--- src/hw/irq_params.svh ---
// constants of the interrupt request and acknowledge block
`ifndef IRQ_PARAMS_SVH
`define IRQ_PARAMS_SVH
`define IRQ_NSRC          8
`define IRQ_ACK_ADDR      20'h00000
`define IRQ_SP_RESET      16'h0000
// register offsets of the plain register port
`define IRQ_OFS_VECTOR    8'h00
`define IRQ_OFS_PEND      8'h04
`define IRQ_OFS_ENABLE    8'h08
`define IRQ_OFS_LEVEL_LO  8'h0C
`define IRQ_OFS_LEVEL_HI  8'h10
`define IRQ_OFS_POLARITY  8'h14
`define IRQ_OFS_FILTER    8'h18
`define IRQ_OFS_SP        8'h1C
`define IRQ_OFS_MASK      8'h20
`define IRQ_OFS_STATUS    8'h24
`define IRQ_FILT_SAMPLES  3
`endif

--- src/hw/irq_pkg.sv ---
// types of the interrupt request and acknowledge block
`include "irq_params.svh"
package irq_pkg;
  typedef struct packed {
    logic        wr;
    logic        rd;
    logic [7:0]  addr;
    logic [15:0] wdata;
  } irq_bus_req_t;
  typedef struct packed {
    logic       valid;
    logic [2:0] number;
    logic [2:0] level;
  } irq_vec_t;
endpackage

--- src/hw/irq_request_ack_logic.sv ---
// maskable interrupt request flags with acknowledge and vector read
//
// The strobed register port and the register addresses were chosen for this implementation.
`timescale 1ns/1ps
// What this block does
// RULE_01: acknowledge read returns interrupt number and level
// RULE_02: acknowledge clears flag of acknowledged source
// RULE_03: program vector read clears highest priority flag
// RULE_04: stack pointer resets to zero
// RULE_05: source change may set flag; a polarity change alone does not
// RULE_06: software clears flag after source change
// RULE_07: pin levels held at least minimum width
// RULE_08: filtered pin levels held three filter clocks
// RULE_09: flag stays set until ack, vector read, write, reset
module irq_request_ack_logic (
  // clock and reset
  input  wire logic                 mclk_i,
  input  wire logic                 srst_i,
  // register port
  input  wire irq_pkg::irq_bus_req_t bus_i,
  output logic [15:0]               rdata_o,
  // interrupt sequence
  input  wire logic                 ack_i,
  output irq_pkg::irq_vec_t         vec_o,
  output logic                      irq_req_o,
  // sources: external and key pins, filter tick
  input  wire logic [3:0]           ext_irq_input_i,
  input  wire logic                 key_input_0_i,
  input  wire logic                 key_input_1_i,
  input  wire logic                 key_input_2_i,
  input  wire logic                 key_input_3_i,
  input  wire logic                 filt_tick_i,
  // status and summary interrupt
  output logic [15:0]               stack_pointer_o,
  output logic                      int_o
);
  import irq_pkg::*;
  localparam int N = `IRQ_NSRC;

  // ==========================================
  // pin synchronisers and filter
  logic [N-1:0] s1_reg;
  logic [N-1:0] s2_reg;
  logic [N-1:0] pins;
  assign pins = {key_input_3_i, key_input_2_i, key_input_1_i, key_input_0_i, ext_irq_input_i};
  always_ff @(posedge mclk_i) begin
    if (srst_i) begin
      s1_reg <= '0;
      s2_reg <= '0;
    end else begin
      s1_reg <= pins;
      s2_reg <= s1_reg;
    end
  end

  logic [N-1:0] filter_reg;
  logic [N-1:0] polarity_reg;
  logic [1:0]   fh_reg [N];
  logic [N-1:0] lvl_reg;
  logic [N-1:0] lvl_prev_reg;
  // filtered level follows pin after three agreeing ticks [RULE_08]
  always_ff @(posedge mclk_i) begin
    if (srst_i) begin
      lvl_reg <= '0;
      for (int i = 0; i < N; i++) begin
        fh_reg[i] <= 2'h0;
      end
    end else begin
      for (int i = 0; i < N; i++) begin
        if (!filter_reg[i]) begin
          lvl_reg[i] <= s2_reg[i];
          fh_reg[i]  <= 2'h0;
        end else if (filt_tick_i) begin
          if (s2_reg[i] == lvl_reg[i]) begin
            fh_reg[i] <= 2'h0;
          end else if (fh_reg[i] == 2'(`IRQ_FILT_SAMPLES - 1)) begin
            lvl_reg[i] <= s2_reg[i];
            fh_reg[i]  <= 2'h0;
          end else begin
            fh_reg[i] <= fh_reg[i] + 2'h1;
          end
        end
      end
    end
  end
  always_ff @(posedge mclk_i) begin
    if (srst_i) begin
      lvl_prev_reg <= '0;
    end else begin
      lvl_prev_reg <= lvl_reg;
    end
  end
  logic [N-1:0] edge_evt;
  // active edge per polarity; a polarity change alone makes no edge [RULE_05]
  assign edge_evt = (lvl_reg & ~lvl_prev_reg & polarity_reg) | (~lvl_reg & lvl_prev_reg & ~polarity_reg);

  // ==========================================
  // configuration registers
  logic [N-1:0]   enable_reg;
  logic [2*N-1:0] level_lo_reg;
  logic [N-1:0]   level_hi_reg;
  logic [N-1:0]   mask_reg;
  logic [15:0]    sp_reg;
  logic           wr_cfg;
  assign wr_cfg = bus_i.wr;
  always_ff @(posedge mclk_i) begin
    if (srst_i) begin
      enable_reg   <= '0;
      level_lo_reg <= '0;
      level_hi_reg <= '0;
      polarity_reg <= '0;
      filter_reg   <= '0;
      mask_reg     <= '0;
    end else if (wr_cfg) begin
      case (bus_i.addr)
        `IRQ_OFS_ENABLE:   enable_reg   <= bus_i.wdata[N-1:0];
        `IRQ_OFS_LEVEL_LO: level_lo_reg <= bus_i.wdata;
        `IRQ_OFS_LEVEL_HI: level_hi_reg <= bus_i.wdata[N-1:0];
        `IRQ_OFS_POLARITY: polarity_reg <= bus_i.wdata[N-1:0];
        `IRQ_OFS_FILTER:   filter_reg   <= bus_i.wdata[N-1:0];
        `IRQ_OFS_MASK:     mask_reg     <= bus_i.wdata[N-1:0];
        default: ;
      endcase
    end
  end
  // stack pointer is zero until software loads it [RULE_04]
  always_ff @(posedge mclk_i) begin
    if (srst_i) begin
      sp_reg <= `IRQ_SP_RESET;
    end else if (wr_cfg && bus_i.addr == `IRQ_OFS_SP) begin
      sp_reg <= bus_i.wdata;
    end
  end
  assign stack_pointer_o = sp_reg;

  // ==========================================
  // priority selection
  function automatic logic [2:0] src_level(input logic [2*N-1:0] lo, input logic [N-1:0] hi, input int i);
    src_level = {hi[i], lo[2*i+1], lo[2*i]};
  endfunction
  logic [N-1:0] pend_reg;
  logic [N-1:0] cand;
  logic         win_valid;
  logic [2:0]   win_num;
  logic [2:0]   win_lvl;
  assign cand = pend_reg & enable_reg;
  always_comb begin
    win_valid = 1'b0;
    win_num   = 3'h0;
    win_lvl   = 3'h0;
    for (int i = 0; i < N; i++) begin
      if (cand[i] && (!win_valid || src_level(level_lo_reg, level_hi_reg, i) > win_lvl)) begin
        win_valid = 1'b1;
        win_num   = 3'(i);
        win_lvl   = src_level(level_lo_reg, level_hi_reg, i);
      end
    end
  end
  assign irq_req_o = win_valid && (win_lvl != 3'h0);

  // ==========================================
  // pending flags
  logic vec_rd;
  logic take;
  logic [N-1:0] clr_ack;
  logic [N-1:0] sw_wr;
  assign vec_rd = bus_i.rd && bus_i.addr == `IRQ_OFS_VECTOR;
  assign take   = (ack_i || vec_rd) && win_valid;
  // ack and program vector read both clear the winner [RULE_02] [RULE_03]
  assign clr_ack = take ? (N'(1) << win_num) : '0;
  assign sw_wr   = (wr_cfg && bus_i.addr == `IRQ_OFS_PEND) ? ~bus_i.wdata[N-1:0] : '0;
  // new event wins over any clear; flag holds otherwise [RULE_09] [RULE_06]
  always_ff @(posedge mclk_i) begin
    if (srst_i) begin
      pend_reg <= '0;
    end else begin
      pend_reg <= (pend_reg & ~clr_ack & ~sw_wr) | edge_evt;
    end
  end
  // vector captured during the acknowledge read [RULE_01]
  always_ff @(posedge mclk_i) begin
    if (srst_i) begin
      vec_o <= '0;
    end else if (ack_i || vec_rd) begin
      vec_o <= '{valid: win_valid, number: win_num, level: win_lvl};
    end else begin
      vec_o.valid <= 1'b0;
    end
  end

  // ==========================================
  // summary status, mask and read data
  logic [N-1:0] status_reg;
  always_ff @(posedge mclk_i) begin
    if (srst_i) begin
      status_reg <= '0;
    end else begin
      status_reg <= (status_reg & ~((wr_cfg && bus_i.addr == `IRQ_OFS_STATUS) ? bus_i.wdata[N-1:0] : '0))
                    | edge_evt;
    end
  end
  assign int_o = |(status_reg & mask_reg);

  always_ff @(posedge mclk_i) begin
    if (srst_i) begin
      rdata_o <= 16'h0000;
    end else if (bus_i.rd) begin
      case (bus_i.addr)
        `IRQ_OFS_VECTOR:   rdata_o <= {9'h000, win_valid, win_lvl, win_num};
        `IRQ_OFS_PEND:     rdata_o <= {8'h00, pend_reg};
        `IRQ_OFS_ENABLE:   rdata_o <= {8'h00, enable_reg};
        `IRQ_OFS_LEVEL_LO: rdata_o <= level_lo_reg;
        `IRQ_OFS_LEVEL_HI: rdata_o <= {8'h00, level_hi_reg};
        `IRQ_OFS_POLARITY: rdata_o <= {8'h00, polarity_reg};
        `IRQ_OFS_FILTER:   rdata_o <= {8'h00, filter_reg};
        `IRQ_OFS_SP:       rdata_o <= sp_reg;
        `IRQ_OFS_MASK:     rdata_o <= {8'h00, mask_reg};
        `IRQ_OFS_STATUS:   rdata_o <= {8'h00, status_reg};
        default:           rdata_o <= 16'h0000;
      endcase
    end else begin
      rdata_o <= 16'h0000;
    end
  end

  // ==========================================
  // assertions
  AST_ACK_CLEARS: assert property (@(posedge mclk_i) disable iff (srst_i) // [RULE_02]
    (ack_i && win_valid && !edge_evt[win_num]) |=> !pend_reg[$past(win_num)])
    else $error("acknowledged flag not cleared");
  AST_VEC_RD_CLEARS: assert property (@(posedge mclk_i) disable iff (srst_i) // [RULE_03]
    (vec_rd && win_valid && !edge_evt[win_num]) |=> !pend_reg[$past(win_num)])
    else $error("vector read did not clear winner");
  AST_VEC_NUMBER: assert property (@(posedge mclk_i) disable iff (srst_i) // [RULE_01]
    (ack_i && win_valid) |=> (vec_o.valid && vec_o.number == $past(win_num) && vec_o.level == $past(win_lvl)))
    else $error("vector does not match winner");
  AST_SP_RESET: assert property (@(posedge mclk_i) // [RULE_04]
    (!srst_i && $past(srst_i)) |-> sp_reg == `IRQ_SP_RESET)
    else $error("stack pointer not zero after reset");
  AST_SP_HOLDS: assert property (@(posedge mclk_i) disable iff (srst_i) // [RULE_04]
    !(wr_cfg && bus_i.addr == `IRQ_OFS_SP) |=> $stable(sp_reg))
    else $error("stack pointer moved without a load");
  AST_FLAG_HOLDS: assert property (@(posedge mclk_i) disable iff (srst_i) // [RULE_09]
    (pend_reg[0] && !(take && win_num == 3'h0) && !sw_wr[0]) |=> pend_reg[0])
    else $error("flag dropped without a clear");
  AST_EVENT_SETS: assert property (@(posedge mclk_i) disable iff (srst_i) // [RULE_05]
    (edge_evt != '0) |=> ((pend_reg & status_reg & $past(edge_evt)) == $past(edge_evt)))
    else $error("event did not set flag");
  AST_SW_CLEAR: assert property (@(posedge mclk_i) disable iff (srst_i) // [RULE_06]
    (sw_wr[2] && !edge_evt[2]) |=> !pend_reg[2])
    else $error("software clear ignored");
  AST_FILTER: assert property (@(posedge mclk_i) disable iff (srst_i) // [RULE_08]
    (filter_reg[0] && $changed(lvl_reg[0]) && $past(filter_reg[0])) |-> $past(filt_tick_i))
    else $error("filtered level moved without tick");
endmodule

--- config.mk ---
export PLATFORM = sky130hd
export DESIGN_NAME = irq_request_ack_logic
export DESIGN_NICKNAME = d
export VERILOG_FILES = /design/src/hw/irq_pkg.sv /design/src/hw/irq_request_ack_logic.sv
export VERILOG_INCLUDE_DIRS = /design/src /design/src/hw
export SDC_FILE = /design/constraint.sdc
export NUM_CORES = 1
export LEC_CHECK = 0
export ABC_AREA = 1
export BUFFER_PORTS_ARGS = -buffer_cell sky130_fd_sc_hd__buf_2
export CAP_MARGIN = 25
export CORE_ASPECT_RATIO = 1.25
export CORE_MARGIN = 1.5
export CORE_UTILIZATION = 45
export CTS_CLUSTER_DIAMETER = 40
export DETAILED_ROUTE_END_ITERATION = 12
export MAX_ROUTING_LAYER = met4
export SLEW_MARGIN = 20
export SYNTH_ARGS = -nofsm -noshare
export SYNTH_HDL_FRONTEND = slang
export SYNTH_SLANG_ARGS = --single-unit
--- constraint.sdc ---
create_clock -name mclk_i -period 11.5 [get_ports mclk_i]
set_clock_uncertainty 0.05 [all_clocks]
set_input_delay 3.45 -clock mclk_i [delete_from_list [all_inputs] [get_ports mclk_i]]
set_output_delay 3.45 -clock mclk_i [all_outputs]
set_load 0.02 [all_outputs]
==> metrics.txt, run 1 <==
status finished, final reports clean; GRT Resource Usage Total 24.97%; DR WL/cell 16.18 um; Worst-Skew Late Latency 0.42 ns; nets 1148; maximum VDD drop 0.1050 mV; Row Count 52; Slew Viols, Final 0; RSZ-0062 raised after global routing yes; Synth cell types 46; number of global-route vias before repair 6537; Worst slew margin 35.73%; Die Ht 148.0 um; initial antenna violation count 0; CTS clk-pin slew, worst paths 0.06 ns; final core occ 56.43%; first-pass iteration count of the detailed router 6; number of flops mapped to enable cells by yosys 16; dpl hpwl 15210 um; sequential power share 49.1%; clock sink count 159; net switching power figure 0.2615 mW; pwr dens 125.8 mW/mm2; switching part of the total 22.55%; Synth Warn # 0; Clock Path Buffers 2; CTS tree built; post-route ant nets 0; WL final 21210 um; Largest stage delay, worst path 0.36 ns; final worst slack 0.09888 ns; Root Driver clkbuf_16; register bit total from synthesis 159; layout cells sized above 1 22.19%; num ports 79; chip width 119.0 um; Fill cells 1575; Vias/cell 5.281; DP Cell Count 1264; global-route wire length before repair 33260 um; placed cell areas 0.008150 mm2; Initial DRC Count 347; Place WS -0.1749 ns; drt drc 0; cells after synthesis 995; WS Path Type reg -> out; area grow syn2layout 21.68%; ys flop type dfxtp_1; slew of the pin with the lowest slew margin 0.9605 ns; Synth Cell Area 0.007574 mm2; area occupied by registers 0.003347 mm2; Mapped Nets 1061; input/output buffers 78; fin cells 1311; P_int 0.8982 mW; Hold Path Class reg -> reg; CP startpoint kind register; crit-path max FO 6; Remaining Overflow, GRT 0; Tot Pwr 1.160 mW; fin crit share 99.14%; Period minus WS final 11.40 ns; Seq/Total Area, Yosys 44.14%; final hold vios 0; Final Wtd Congestion 0.9491; Post-Syn Area per Cell 7.612 um2; Worst EP arrival 7.90 ns; multi-input logic area 0.003891 mm2; Max Cap Viol 0; Core Area 0.01633 mm2; Via Count 6923; Die Area 0.01762 mm2; total CTS buffers 17; Crit path required time 8.00 ns; crit path capture type primary output; fin area 0.009215 mm2; Crit-path slowest cell dfxtp_2; Starting Density 46.38%; largest net degree at the start of global routing 93; max frequency 87.71 MHz; Async S/R FF share, synth 0%; Finish-stage setup viols 0; P_leak 3.969 nW; Ant. Diodes 0; clock share of power 46.8%; Comb pwr share 4.0%; H-tree Lvls 4
[cell usage after synthesis (2+ instances only)]
master	number	share of area [%]
nand2_1	160	7.9
dfxtp_1	143	38
inv_1	138	6.8
a21oi_1	114	7.5
o21ai_0	111	7.3
nor2_1	74	3.7
nand3_1	45	3.0
ha_1	28	4.6
clkbuf_1	25	1.2
edfxtp_1	16	6.3
nand2_2	15	1.2
nor3_1	11	0.73
a31oi_1	10	0.83
o22ai_1	8	0.66
xnor2_1	7	0.81
a221oi_1	6	0.69
buf_2	6	0.40
inv_2	6	0.30
nand3_2	6	0.79
a22o_1	5	0.58
nand2_4	5	0.74
nand4_1	5	0.41
nor2_2	5	0.41
o21ai_2	5	0.58
o21bai_1	5	0.50
a21oi_2	4	0.46
a2111oi_0	3	0.35
and2_1	3	0.25
nand3_4	3	0.69
o211ai_1	3	0.30
o21ai_1	3	0.20
buf_1	2	0.099
clkinv_1	2	0.099
[layout make-up]
cell class / count / share of cell area (%)
tap: 216 / 2.933
clock inverter: 11 / 1.290
sequential: 159 / 36.32
inverter: 147 / 6.151
timing repair buffer: 102 / 6.300
multi-input combinational: 655 / 42.23
clock buffer: 21 / 4.779
[layer usage]
metal  vias to the layer above  routed length, um  global-route usage (%)
met1                      3220               9001                   29.85
met3                        42                873                   3.742
met5                         -                  0                       -
met4                         0                757                   11.39
met2                       185              10570                   41.59
li1                       3476                  -                       -
[power groups by stage]
stage | combinational, mW | clock [mW] | sequential, mW
after floorplan | 0.0266 | 0 | 0.582
after global placement | 0.0460 | 0 | 0.581
after detailed placement | 0.0463 | 0 | 0.581
after CTS | 0.0468 | 0.552 | 0.569
after global routing | 0.0524 | 0.577 | 0.570
final | 0.0470 | 0.543 | 0.569
[path summary, 6_finish.rpt]
check	start	end	slack [ns]	cells after the start
worst max-delay path	pend_reg[0]	irq_req_o	0.1	66
worst min-delay path	s1_reg[5]	s2_reg[5]	0.35	2
worst max register to register	pend_reg[0]	pend_reg[2]	3.48	69
worst min register to register	s1_reg[5]	s2_reg[5]	0.35	2
[cells by family after synthesis]
group           Yosys count  synth area share, %
simple gates            336                20.29
compound gates          283                20.67
buf+inv                 181                9.351
flops                   159                44.14
fa+ha+maj                28                4.626
xor+xnor                  8               0.9252
[stage by stage]
step,hold WS (ns),TNS [ns]
6_report,0.3508,0
5_1_grt,0.3712,-0.4354
4_1_cts,0.3525,0
3_5_place_dp,0.3434,-0.1749
3_3_place_gp,0.3397,0
2_1_floorplan,0.3383,0
[worst max-delay path, delay by kind of cell (launching register included)]
| family | cells | cell delay, ns |
|---|---|---|
| buffers and inverters | 9 | 0.77 |
| AOI/OAI and AO/OA | 12 | 1.36 |
| adders and majority gates | 7 | 1.71 |
| DFF | 1 | 0.36 |
| and+or+nand+nor | 38 | 3.25 |
[layout by cell type (no fill, tap or decap), types with 17 or more instances in the layout]
cell type / count
a21oi_1: 109
buf_2: 77
buf_4: 23
clkbuf_16: 17
dfxtp_1: 140
inv_1: 131
nand2_1: 135
nand2_2: 28
nand2_4: 17
nand3_1: 43
nor2_1: 73
o21ai_0: 106
[timing repair]
action / in CTS / in global routing
buffers inserted: 6 / 9
setup endpoints to repair: 1 / 1
pin swaps: 6 / 57
hold endpoints to repair: 0 / 0
gates resized for setup: 20 / 71
hold buffers: 0 / 0
Power figures use the tool's default switching activity.
==> run 2: changes to the inputs <==
--- a/config.mk
+++ b/config.mk
@@ -6,8 +6,7 @@
 export SDC_FILE = /design/constraint.sdc
 export NUM_CORES = 1
 export LEC_CHECK = 0
-export ABC_AREA = 1
-export BUFFER_PORTS_ARGS = -buffer_cell sky130_fd_sc_hd__buf_2
+export BUFFER_PORTS_ARGS = -buffer_cell sky130_fd_sc_hd__buf_4
 export CAP_MARGIN = 25
 export CORE_ASPECT_RATIO = 1.25
 export CORE_MARGIN = 1.5
@@ -15,6 +14,7 @@
 export CTS_CLUSTER_DIAMETER = 40
 export DETAILED_ROUTE_END_ITERATION = 12
 export MAX_ROUTING_LAYER = met4
+export SETUP_SLACK_MARGIN = 0.3
 export SLEW_MARGIN = 20
 export SYNTH_ARGS = -nofsm -noshare
 export SYNTH_HDL_FRONTEND = slang
==> run 2 against run 1 <==
  * The flow now finishes with violations (setup timing)
  * Setup slack lost 1.1 ns
  * Sequential power is essentially flat
  * Die area grew 0.93%
  * Critical path type unchanged
  * Count of clock-buffer cells in the layout is the same
  * Critical endpoint unchanged
  * Fmax shrank 8.8%
  * Total power grew 4.6%
  * Global-route usage grew 1.0 points
  * Synthesized area grew 0.96%
  * Synthesized cell count shrank 7.8%
  * Register-to-register slack lost 1.0 ns
  * Largest power group is now the clock network
  * Combinational power grew 2%
  * First-iteration DRC count grew 69%
==> metrics.txt, run 2 <==
Crit path required time 8.00 ns (about the same); number of global-route vias before repair 6655 (+1.8%); chip width 119.6 um (+0.47%); Vias/cell 5.504 (+4.2%); number of flops mapped to enable cells by yosys 16 (unchanged); most frequent cells in the layout 175 x nand2_1, 146 x buf_4, 141 x dfxtp_1; GRT Resource Usage Total 25.99% (+1.0 points); fin cells 1277 (-2.6%); final worst slack -1.000 ns (-1.099 ns); cell depth of the worst flop-to-flop path 47 (-32%); clock share of power 49.1% (+2.3 points); end of the critical path irq_req_o; DR WL/cell 17.52 um (+8.3%); input/output buffers 78 (unchanged); Synth Cell Area 0.007646 mm2 (+0.96%); pwr dens 123.2 mW/mm2 (-2.1%); RSZ-0062 raised after global routing yes; register bit total from synthesis 159 (unchanged); hold_buf cts 0 (unchanged); cells after synthesis 917 (-7.8%); largest net degree at the start of global routing 73 (-22%); CP startpoint kind register; clock sink count 159 (unchanged); Row Count 53 (+1.9%); Reg2Reg Setup Slack 2.44 ns (-1.04 ns); ys flop type dfxtp_1; maximum VDD drop 0.09454 mV (-10%); status complete, but fails checks; crit-path max FO 6 (unchanged); Post-Syn Area per Cell 8.338 um2 (+9.5%); P_leak 3.852 nW (-3.0%); Mapped Nets 983 (-7.4%); most used cell, CP o21a_1; Die Area 0.01779 mm2 (+0.93%); Crit-path slowest cell a211o_1; WS Path Type reg -> out; area grow syn2layout 28.82%; sequential power share 46.9% (-2.2 points); dpl hpwl 15520 um (+2.0%); fin crit share 108.7% (+9.6 points); Initial DRC Count 588 (+69%); initial antenna violation count 0 (unchanged); Core Area 0.01671 mm2 (+2.3%); Die Ht 148.7 um (+0.47%); net switching power figure 0.2675 mW (+2.3%); Hold Path Class reg -> reg; crit path from pend_reg[0]; Slew Viols, Final 0 (unchanged); ranking of synthesized cells by area dfxtp_1 37%, nand2_1 8.7%, a21oi_1 6.3%; CTS tree built; Final Wtd Congestion 0.8781 (-7.5%); Tot Pwr 1.213 mW (+4.6%); Async S/R FF share, synth 0% (unchanged); area leader, netlist dfxtp_1; Yosys top cell area share 37.44% (-0.36 points); Via Count 7028 (+1.5%); Comb pwr share 3.9% (about the same); Worst slew margin 37.71% (+2.0 points); max frequency 80.00 MHz (-8.8%); layout cells sized above 1 24.79% (+2.6 points); DP Cell Count 1222 (-3.3%); Root Driver clkbuf_16; most frequent cell after synthesis nand2_1; Period minus WS final 12.50 ns (+1.099 ns); post-route ant nets 0 (unchanged); Ant. Diodes 0 (unchanged); slew of the pin with the lowest slew margin 0.9317 ns (-0.02879 ns); first-pass iteration count of the detailed router 5 (-1); Worst Hold Launch s1_reg[4]; Worst EP arrival 9.00 ns (+1.10 ns); Hold WS 0.3846 ns (+0.03389 ns); nets 1110 (-3.3%); most common library cells after synthesis 177 x nand2_1, 143 x dfxtp_1, 97 x a21oi_1; Starting Density 45.75% (-0.62 points); switching part of the total 22.05% (-0.49 points); crit path capture type primary output; Worst-Skew Late Latency 0.43 ns (about the same); total CTS buffers 17 (unchanged); final hold vios 0 (unchanged); Seq/Total Area, Yosys 43.72% (-0.42 points); Clock Path Buffers 2 (unchanged); Synth Warn # 0 (unchanged); Synth cell types 74 (+61%); num ports 79 (unchanged); Remaining Overflow, GRT 0 (unchanged); WL final 22370 um (+5.5%); commonest non-fill, non-tap cell in the layout nand2_1; Finish-stage setup viols 1 (+1); Largest stage delay, worst path 0.34 ns (-0.02 ns); H-tree Lvls 4 (unchanged); P_int 0.9455 mW (+5.3%); r2r startpoint pend_reg[0]; drt drc 0 (unchanged); failing checks setup timing; Reg-to-Reg End pend_reg[0]; global-route wire length before repair 34980 um (+5.2%); Max Cap Viol 0 (unchanged); CTS clk-pin slew, worst paths 0.06 ns (about the same)
-- run 2: changes by cell type after synthesis, moves of 17 or more --
cell,delta
inv_1,-114
o21ai_0,-88
mux2i_1,+33
nor2b_1,+28
nor2_1,+22
a22oi_1,+18
a21oi_1,-17
nand2_1,+17
-- run 2: how the worst min path moves through the flow --
stage	endpoint	slack, ns	cells past startpoint
finish	s2_reg[4]	0.38	1
detailed placement	s2_reg[7]	0.37	1
global placement	s2_reg[1]	0.37	1
CTS	s2_reg[7]	0.39	1
floorplan	s2_reg[0]	0.36	1
global route	s2_reg[3]	0.41	1
-- run 2: stage by stage --
step | setup slack, ns | util, % | TNS [ns] | area [um2]
6_report | -1.000 | 58.94 | -1.000 | 9849
5_1_grt | -1.540 | 58.94 | -1.540 | 9849
4_1_cts | -0.8372 | 57.47 | -0.8372 | 9604
3_5_place_dp | -0.5273 | 52.54 | -0.5273 | 8780
3_3_place_gp | -0.3815 | 52.54 | -0.3815 | 8780
2_1_floorplan | -0.3871 | - | -0.3871 | 7709
-- run 2: logic make-up (layout without fill, tap and decap cells) --
family / after synthesis / in the layout / share of synthesized area (%)
flops: 159 / 159 / 43.72
buf+inv: 70 / 210 / 3.633
xor+xnor: 8 / 8 / 0.9164
simple gates: 396 / 396 / 23.63
fa+ha+maj: 28 / 28 / 4.582
compound gates: 223 / 223 / 19.20
mux: 33 / 33 / 4.320
-- run 2: what timing repair did --
action	4_1_cts	5_1_grt
endpoints found under the setup margin	1	1
buffers inserted	13	9
endpoints found under the hold margin	0	0
gates resized for setup	20	31
cloned	0	0
pin swaps	20	38
-- run 2: final cells by class --
class / instances / area [um2]
clock inverter: 11 / 152.6
tap: 220 / 275.3
clock buffer: 21 / 471.7
timing repair buffer: 154 / 1186
sequential: 159 / 3346
multi-input combinational: 688 / 4328
inverter: 24 / 90.09
fill: 1563 / 6862
-- run 2: power by group through the flow --
stage               clock network, mW  registers, mW  logic [mW]
floorplan                           0          0.582      0.0259
global placement                    0          0.581      0.0478
detailed placement                  0          0.581      0.0475
CTS                             0.605          0.569      0.0477
global route                    0.629          0.569      0.0520
finish                          0.596          0.569      0.0479
-- run 2: per-layer routing --
layer  vias up  GRT usage (%)  wire length, um
li1       3475              -                -
met1      3344          30.81             9511
met2       175          44.05            11530
met3        34          4.320              904
met4         0          10.42              421
met5         -              -                0
-- run 2: worst max-delay path: cells and delay by family (launching register included) --
kind,cells,cell delay (ns)
compound gates,23,3.79
fa+ha+maj,7,1.89
buf+inv,5,0.57
flops,1,0.33
mux,1,0.25
simple gates,12,1.73
